<file path="config.mk">
export PLATFORM = sky130hd
export DESIGN_NAME = pswf_top
export DESIGN_NICKNAME = d
export VERILOG_FILES = /design/src/pswf_pkg.sv /design/src/pswf_core_if.sv /design/src/pswf_wake_detect.sv /design/src/pswf_lvd_track.sv /design/src/pswf_top.sv
export VERILOG_INCLUDE_DIRS = /design/src
export SDC_FILE = /design/constraint.sdc
export NUM_CORES = 1
export LEC_CHECK = 0
export ABC_AREA = 1
export BUFFER_PORTS_ARGS = -buffer_cell sky130_fd_sc_hd__buf_4
export CORE_MARGIN = 1.5
export CORE_UTILIZATION = 30
export DETAILED_ROUTE_END_ITERATION = 8
export GPL_ROUTABILITY_DRIVEN = 0
export PLACE_DENSITY = 0.59
export SLEW_MARGIN = 20
export SYNTH_ARGS = -nofsm -noshare
export SYNTH_HDL_FRONTEND = slang
export SYNTH_HIERARCHICAL = 1
export SYNTH_SLANG_ARGS = --single-unit
</file>
<file path="constraint.sdc">
create_clock -name ref_clk_i -period 0.9 [get_ports ref_clk_i]
set_input_delay 0.045 -clock ref_clk_i [delete_from_list [all_inputs] [get_ports ref_clk_i]]
set_output_delay 0.045 -clock ref_clk_i [all_outputs]
set_load 0.02 [all_outputs]
</file>
<file path="src/pswf_regs.svh">
/*
  Offsets, field positions, reset values and codes of the power status
  and wakeup flag block. Assumes inclusion by bare name from the package;
  the design files use its macros without including it themselves.
*/
`ifndef PSWF_REGS_SVH
`define PSWF_REGS_SVH
`define PSWF_OFS_CTRL   8'h00
`define PSWF_OFS_STAT   8'h04
`define PSWF_CTRL_RST   32'h0000_0000
`define PSWF_STAT_RST   32'h0000_0000
`define PSWF_LDR_HI     19
`define PSWF_LDR_LO     18
`define PSWF_VSEL_BIT   14
`define PSWF_WEN_HI     11
`define PSWF_WEN_LO     8
`define PSWF_LVF_BIT    2
`define PSWF_STB_BIT    1
`define PSWF_WAK_BIT    0
`define PSWF_LDS_HI     19
`define PSWF_LDS_LO     18
`define PSWF_LVE_BIT    4
`define PSWF_SCLR_BIT   3
`define PSWF_WCLR_BIT   2
`define PSWF_LD_ON      2'h3
`define PSWF_LD_OFF     2'h0
`define PSWF_NPINS      4
`define PSWF_NRTC       4
`endif

</file>
<file path="src/pswf_pkg.sv">
/*
  Types shared by the power status and wakeup flag modules.
  Assumes pswf_regs.svh is on the include path.
*/
package pswf_pkg;
`include "pswf_regs.svh"
    typedef enum logic [1:0] {
        mode_run   = 2'b00,
        mode_deep  = 2'b01,
        mode_stby  = 2'b10
    } pswf_mode_type;

    typedef struct packed {
        pswf_mode_type               mode;
        logic [1:0]                  ld_select;
        logic                        lvd_enable;
        logic [1:0]                  ld_ready;
        logic                        vsel_ready;
        logic [`PSWF_NPINS-1:0]      wake_en;
        logic                        standby_seen;
        logic                        wake_seen;
        logic [31:0]                 rdata;
    } pswf_top_state_type;

    typedef struct packed {
        logic [`PSWF_NPINS-1:0]      pin_prev;
        logic [`PSWF_NPINS-1:0]      en_prev;
        logic                        req;
    } pswf_wake_state_type;

    typedef struct packed {
        logic                        flag;
    } pswf_lvd_state_type;
endpackage

</file>
<file path="src/pswf_core_if.sv">
/*
  Carrier between the top and its wake detector and voltage monitor.
  Assumes the package has been compiled first.
*/
interface pswf_core_if;
    logic [3:0] pin;
    logic [3:0] en;
    logic [3:0] rtc;
    logic       req;
    logic       det_out;
    logic       lvd_en;
    logic       standby;
    logic       lvd_flag;
    modport core (output pin, en, rtc, det_out, lvd_en, standby,
                  input  req, lvd_flag);
    modport wake (input  pin, en, rtc, output req);
    modport lvd  (input  det_out, lvd_en, standby, output lvd_flag);
endinterface

</file>
<file path="src/pswf_wake_detect.sv">
/*
  Wakeup detector: per pin rising edge and level-on-enable events, merged
  with the clock-domain events into one registered request.
  Assumes pin and event inputs are synchronous to ref_clk_i.
*/
module pswf_wake_detect
    import pswf_pkg::*;
(
    input  wire logic   ref_clk_i,
    input  wire logic   srst_i,
    pswf_core_if.wake   bus
);
    pswf_wake_state_type q, d;
    logic [`PSWF_NPINS-1:0] hit;

    // -----------------------------------------------------------------
    // Per pin events
    // -----------------------------------------------------------------
    for (genvar i = 0; i < `PSWF_NPINS; i++) begin : g_pin
        assign hit[i] = bus.en[i] & bus.pin[i] &
                        (~q.pin_prev[i] | ~q.en_prev[i]);
    end

    always_comb begin
        d          = q;
        d.pin_prev = bus.pin;
        d.en_prev  = bus.en;
        d.req      = (|hit) | (|bus.rtc);
    end

    always_ff @(posedge ref_clk_i) begin
        if (srst_i) begin
            q <= '0;
        end else begin
            q <= d;
        end
    end

    assign bus.req = q.req;
endmodule // pswf_wake_detect

</file>
<file path="src/pswf_lvd_track.sv">
/*
  Low-voltage flag tracker: follows the detector output while enabled
  and freezes it in standby. Assumes detector output is synchronous.
*/
module pswf_lvd_track
    import pswf_pkg::*;
(
    input  wire logic   ref_clk_i,
    input  wire logic   srst_i,
    pswf_core_if.lvd    bus
);
    pswf_lvd_state_type q, d;

    always_comb begin
        d = q;
        if (!bus.standby) begin
            d.flag = bus.lvd_en & bus.det_out;
        end
    end

    always_ff @(posedge ref_clk_i) begin
        if (srst_i) begin
            q <= '0;
        end else begin
            q <= d;
        end
    end

    assign bus.lvd_flag = q.flag;
endmodule // pswf_lvd_track

</file>
<file path="src/pswf_top.sv">
/*
  Power status and wakeup flag block: control word at the first offset,
  status and wakeup enable word at the second, mode tracking for flag
  setting, and the wake detector and voltage monitor beneath it.
  Assumes srst_i is the power-on / power-down reset, that stby_wake_rst_i
  pulses on a wakeup from standby, and that all inputs are synchronous.
*/
module pswf_top
    import pswf_pkg::*;
(
    input  wire logic        ref_clk_i,
    input  wire logic        srst_i,
    input  wire logic        stby_wake_rst_i,
    input  wire logic [7:0]  reg_addr_i,
    input  wire logic [31:0] reg_wdata_i,
    input  wire logic        reg_we_i,
    input  wire logic        reg_re_i,
    output logic      [31:0] reg_rdata_o,
    input  wire logic        deep_sleep_i,
    input  wire logic        standby_i,
    input  wire logic        vsel_ready_i,
    input  wire logic        lvd_out_i,
    input  wire logic [3:0]  wake_pin_i,
    input  wire logic [3:0]  rtc_wake_i,
    output logic             wake_req_o,
    output logic             low_driver_req_o,
    output logic             lvd_enable_o
);
    import pswf_pkg::*;

    // -----------------------------------------------------------------
    // State and decode
    // -----------------------------------------------------------------
    pswf_top_state_type q, d;
    pswf_core_if        core ();

    logic        wr_ctrl;
    logic        wr_stat;
    logic        rd_ctrl;
    logic        rd_stat;
    logic        clr_standby;
    logic        clr_wake;
    logic        clr_ldr;
    logic        deep_entry;
    logic        ld_mode_on;
    logic [31:0] ctrl_view;
    logic [31:0] stat_view;

    assign wr_ctrl = reg_we_i & (reg_addr_i == `PSWF_OFS_CTRL);
    assign wr_stat = reg_we_i & (reg_addr_i == `PSWF_OFS_STAT);
    assign rd_ctrl = reg_re_i & (reg_addr_i == `PSWF_OFS_CTRL);
    assign rd_stat = reg_re_i & (reg_addr_i == `PSWF_OFS_STAT);

    // Clear strobes act only on a written 1; a 0 leaves flags alone
    assign clr_standby = wr_ctrl & reg_wdata_i[`PSWF_SCLR_BIT];
    assign clr_wake    = wr_ctrl & reg_wdata_i[`PSWF_WCLR_BIT];
    assign clr_ldr     = wr_stat &
        (reg_wdata_i[`PSWF_LDR_HI:`PSWF_LDR_LO] == `PSWF_LD_ON);

    // Reserved codes 01 and 10 never count as low-driver mode
    assign ld_mode_on  = (q.ld_select == `PSWF_LD_ON);
    assign deep_entry  = (q.mode == mode_run) & deep_sleep_i & ~standby_i;

    // -----------------------------------------------------------------
    // Sub-block wiring
    // -----------------------------------------------------------------
    assign core.pin     = wake_pin_i;
    assign core.en      = q.wake_en;
    assign core.rtc     = rtc_wake_i;
    assign core.det_out = lvd_out_i;
    assign core.lvd_en  = q.lvd_enable;
    assign core.standby = (q.mode == mode_stby) | standby_i;

    pswf_wake_detect u_wake (
        .ref_clk_i (ref_clk_i),
        .srst_i    (srst_i),
        .bus       (core.wake)
    );

    pswf_lvd_track u_lvd (
        .ref_clk_i (ref_clk_i),
        .srst_i    (srst_i),
        .bus       (core.lvd)
    );

    // -----------------------------------------------------------------
    // Read views
    // -----------------------------------------------------------------
    always_comb begin
        ctrl_view = '0;
        ctrl_view[`PSWF_LDS_HI:`PSWF_LDS_LO] = q.ld_select;
        ctrl_view[`PSWF_LVE_BIT] = q.lvd_enable;
        // Clear bits are strobes and always read as zero
        ctrl_view[`PSWF_SCLR_BIT] = 1'b0;
        ctrl_view[`PSWF_WCLR_BIT] = 1'b0;
    end

    always_comb begin
        stat_view = `PSWF_STAT_RST;
        stat_view[`PSWF_LDR_HI:`PSWF_LDR_LO] = q.ld_ready;
        stat_view[`PSWF_VSEL_BIT] = q.vsel_ready;
        stat_view[`PSWF_WEN_HI:`PSWF_WEN_LO] = q.wake_en;
        stat_view[`PSWF_LVF_BIT] = core.lvd_flag;
        stat_view[`PSWF_STB_BIT] = q.standby_seen;
        stat_view[`PSWF_WAK_BIT] = q.wake_seen;
    end

    // -----------------------------------------------------------------
    // Next state
    // -----------------------------------------------------------------
    always_comb begin
        d = q;

        // Power mode tracking, used to catch deep-sleep entries and to hold the low-voltage flag in standby
        case (q.mode)
            mode_run: begin
                if (standby_i) begin
                    d.mode = mode_stby;
                end else if (deep_sleep_i) begin
                    d.mode = mode_deep;
                end
            end
            mode_deep: begin
                if (standby_i) begin
                    d.mode = mode_stby;
                end else if (!deep_sleep_i) begin
                    d.mode = mode_run;
                end
            end
            mode_stby: begin
                if (!standby_i) begin
                    d.mode = mode_run;
                end
            end
            default: begin
                d.mode = mode_run;
            end
        endcase

        // Control word
        if (wr_ctrl) begin
            d.ld_select  = reg_wdata_i[`PSWF_LDS_HI:`PSWF_LDS_LO];
            d.lvd_enable = reg_wdata_i[`PSWF_LVE_BIT];
        end

        // Wake pin enables take the written data; writing 11 to the low-driver ready field clears it
        if (wr_stat) begin
            d.wake_en = reg_wdata_i[`PSWF_WEN_HI:`PSWF_WEN_LO];
        end

        // Low-driver ready: a new deep-sleep entry beats a clear
        if (clr_ldr) begin
            d.ld_ready = `PSWF_LD_OFF;
        end
        if (deep_entry && ld_mode_on) begin
            d.ld_ready = `PSWF_LD_ON;
        end

        d.vsel_ready = vsel_ready_i;

        // Standby flag: set wins over a same-cycle clear
        if (clr_standby) begin
            d.standby_seen = 1'b0;
        end
        if (standby_i) begin
            d.standby_seen = 1'b1;
        end

        // Wake flag: set wins over a same-cycle clear
        if (clr_wake) begin
            d.wake_seen = 1'b0;
        end
        if (core.req) begin
            d.wake_seen = 1'b1;
        end

        // Read data stand for exactly one cycle after the strobe
        if (rd_ctrl) begin
            d.rdata = ctrl_view;
        end else if (rd_stat) begin
            d.rdata = stat_view;
        end else begin
            // Unmapped or idle: zero
            d.rdata = '0;
        end
    end

    // -----------------------------------------------------------------
    // Registers
    // -----------------------------------------------------------------
    // The standby-wake reset hits only the control word, so the status
    // word keeps its enables and all flags but the low-voltage flag, which clears once lvd_enable is dropped.
    always_ff @(posedge ref_clk_i) begin
        if (srst_i) begin
            q            <= '0;
            q.mode       <= mode_run;
            q.ld_select  <= `PSWF_LD_OFF;
        end else if (stby_wake_rst_i) begin
            q            <= d;
            q.ld_select  <= `PSWF_LD_OFF;
            q.lvd_enable <= 1'b0;
        end else begin
            q            <= d;
        end
    end

    // -----------------------------------------------------------------
    // Outputs
    // -----------------------------------------------------------------
    assign reg_rdata_o      = q.rdata;
    assign wake_req_o       = core.req;
    assign low_driver_req_o = ld_mode_on;
    assign lvd_enable_o     = q.lvd_enable;
endmodule // pswf_top

</file>
==> flow_summary_export.csv <==
group,metric,value,unit
yosys,synthCells,195,
drt,drt_first_pass_iters,4,
floorplanning,die_height,73.5,um
layout,layout-drive-gt1-share,30.8,%
layout,final-seq-area,684,um^2
setup_path,worst_setup_path_end_kind,"primary output",
floorplanning,start_util,31.4,%
clocking,insertion_delay,280,ps
sta,hold_violations,0,
drt,vias,1173,
drt,ant_nets,0,
yosys,yosysTopAreaCell,"dfxtp_1",
setup_path,reg2reg_depth,3,
sta,finalSetupTns,0,ps
worst_hold_path,holdPathEnd,"lvd_enable_o$_SDFFE_PP0N_",
floorplanning,fp-row-count,25,
yosys,syn_area,1490,um^2
worst_hold_path,holdPathStages,3,
sta,post-route-min-period,871,ps
yosys,async_reset_ff_share,0,%
yosys,yosysWarnings,6,
global_route,grt_antenna_before_repair,0,
setup_path,cp.arrival,830,ps
clocking,htree_num_levels,2,
layout,finish.utilization,41.4,%
setup_path,crit_path_max_fanout,2,
clocking,clk_pin_slew,60,ps
yosys,ys_top_cells_by_count,"nor2_1, dfxtp_1, buf_4",
sta,setup-violations-final,0,
drt,drt_iter0_markers,30,
worst_hold_path,min-delay-start,"reg_wdata_i[4]",
placed_design,dpl_cell_area,1780,um^2
floorplanning,io_pins,92,
placed_design,numPortBuffers,47,
floorplanning,die_area,5410,um^2
sta,rsz0062_at_grt,"false",
clocking,cts_buffers,5,
yosys,ys_top_cells_by_area,"dfxtp_1, buf_4, nor2_1, inv_1, nand2_1",
clocking,cts_sinks,34,
placed_design,preCtsSetupSlack,-96.8,ps
setup_path,worstPathRequired,850,ps
layout,n_fill_cell,533,
layout,diodes,0,
clocking,cts_root_buffer,"clkbuf_8",
yosys,synth-edff-count,0,
power_and_ir_drop,p_per_area,1530,nW/um^2
setup_path,r2r_slack,100,ps
yosys,ys_types,19,
setup_path,reg2reg_from,"q[45]$_SDFFE_PP0P_",
sta,finalWorstSetupSlack,28.9,ps
yosys,avgSynthCellArea,7.65,um^2
sta,fin_crit_sh,96.8,%
yosys,synth_top_cell_area_share,45.6,%
drt,routed_via_density,3.74,
global_route,grt_pass1_vias,1059,
sta,clock.fmax,1.15,GHz
drt,drcViolationCount,0,
setup_path,rr_endpoint,"q[39]$_SDFFE_PP0P_",
sta,final-max-slew-violation-count,0,
drt,drt-total-wl,2.79,mm
clocking,clockBufferDepth,2,
placed_design,dp_hpwl,2.11,mm
yosys,synth-main-ff-cell,"dfxtp_1",
setup_path,path_class,"flop to primary output",
run,drv_cap,0,
power_and_ir_drop,ir_drop,0.642,mV
global_route,grt_pass1_wl,4.51,mm
layout,area_growth,31.9,%
yosys,ys_seq_area_share,45.6,%
status,status,"complete, no violations",
drt,wl_per_cell,8.89,um
global_route,grt_util_all_layers,11.0,%
global_route,grt_max_degree,16,
layout,final_area,1970,um^2
setup_path,start_kind,"flop",
floorplanning,core_area,4750,um^2
worst_hold_path,hp-class,"input pin to flop",
power_and_ir_drop,power_leakage,0.925,nW
floorplanning,die_w,73.5,um
yosys,yosysMostFrequentCell,"nor2_1",
layout,multi_input_area,537,um^2
yosys,ys_seq_elements,34,
clocking,cts_tree,"built",
sta,skew,4.32,ps
layout,fin_nets,303,
global_route,grt-ovfl-total,0,
==> worst max-delay path: stages, from the launching register on <==
cell	delay [ps]
dfxtp_2	320
nand2_2	80
inv_2	30
buf_6	120
==> where the power goes <==
group          total, W  internal, W  switching [W]
sequential      0.00155      0.00153      0.0000133
clock           0.00112     0.000616       0.000507
combinational  0.000335     0.000150       0.000185
total           0.00301      0.00230       0.000706
==> logic make-up (layout without fill, tap and decap cells) <==
logic type	after synthesis	in the layout	share of synthesized area, %
compound gates	18	18	6.20
buf+inv	64	96	24.4
flops	34	34	45.6
other cells	1	21	0.251
simple gates	78	78	23.6
==> registers in the layout (all words and copies together), names as in the netlist <==
| register | count |
|---|---|
| reg_rdata_o | 11 |
| u_wake/q | 8 |
| q | 6 |
| core.en | 4 |
| ctrl_view | 2 |
| lvd_enable_o | 1 |
| u_lvd/bus.lvd_flag | 1 |
| u_wake/bus.req | 1 |
==> routing by layer <==
layer | track usage (%) | wire length [um] | up-vias | share of wire [%]
met1 | 13.6 | 1300 | 484 | 47
met4 | 3.70 | 37 | 0 | 1.3
met5 | 0 | 0 | - | 0
met2 | 17.0 | 1200 | 48 | 43
li1 | - | - | 636 | -
met3 | 5.08 | 256 | 5 | 9.2
==> layout make-up <==
class / instances / area share [%]
tap: 67 / 4.26
clock inverter: 1 / 0.254
clock buffer: 7 / 4.38
timing repair buffer: 59 / 23.6
multi-input combinational: 117 / 27.3
inverter: 29 / 5.53
sequential: 34 / 34.8
==> worst max-delay path by stage <==
| stage | start | end | slack [ps] | depth (start not counted) |
|---|---|---|---|---|
| 2_1_floorplan | q[45]$_SDFFE_PP0P_ | u_lvd/bus.lvd_flag$_SDFFE_PP0N_ | 100 | 5 |
| 3_3_place_gp | reg_addr_i[5] | reg_rdata_o[9]$_SDFF_PP0_ | -80 | 6 |
| 3_5_place_dp | reg_addr_i[5] | reg_rdata_o[9]$_SDFF_PP0_ | -100 | 6 |
| 4_1_cts | q[45]$_SDFFE_PP0P_ | u_lvd/bus.lvd_flag$_SDFFE_PP0N_ | 4 | 5 |
| 5_1_grt | ctrl_view[18]$_SDFFE_PP0N_ | low_driver_req_o | 0.1 | 3 |
| 6_report | ctrl_view[18]$_SDFFE_PP0N_ | low_driver_req_o | 30 | 3 |
==> through the flow <==
step	cells	hold slack [ps]	power [W]
after floorplan	215	152	0.00181
after global placement	298	255	0.00189
after detailed placement	298	257	0.00189
after CTS	313	4.15	0.00304
after global routing	314	5.24	0.00315
final	314	3.32	0.00301
==> placed cells by master, fill, tap and decap left out <==
| cell type | count |
|---|---|
| a211oi_1 | 1 |
| a21oi_1 | 9 |
| buf_4 | 51 |
| buf_6 | 1 |
| clkbuf_1 | 1 |
| clkbuf_8 | 6 |
| clkinv_2 | 1 |
| conb_1 | 21 |
| dfxtp_1 | 31 |
| dfxtp_2 | 3 |
| dlygate4sd3_1 | 7 |
| inv_1 | 27 |
| inv_2 | 2 |
| nand2_1 | 16 |
| nand2_2 | 4 |
| nand2_4 | 1 |
| nand3_1 | 10 |
| nand3_2 | 2 |
| nor2_1 | 41 |
| nor2_2 | 1 |
| nor2_4 | 2 |
| nor3b_2 | 1 |
| o21ai_0 | 4 |
| o21ai_1 | 3 |
| o21ai_2 | 1 |
==> repair_timing <==
action                     CTS  global route
hold endpoints to repair     9             0
pin swaps                    0             1
gates resized for setup      7             3
buffers inserted             0             2
hold buffers                 7             0
setup endpoints to repair    3             3
Note: power is estimated with default switching activity, not from simulation.
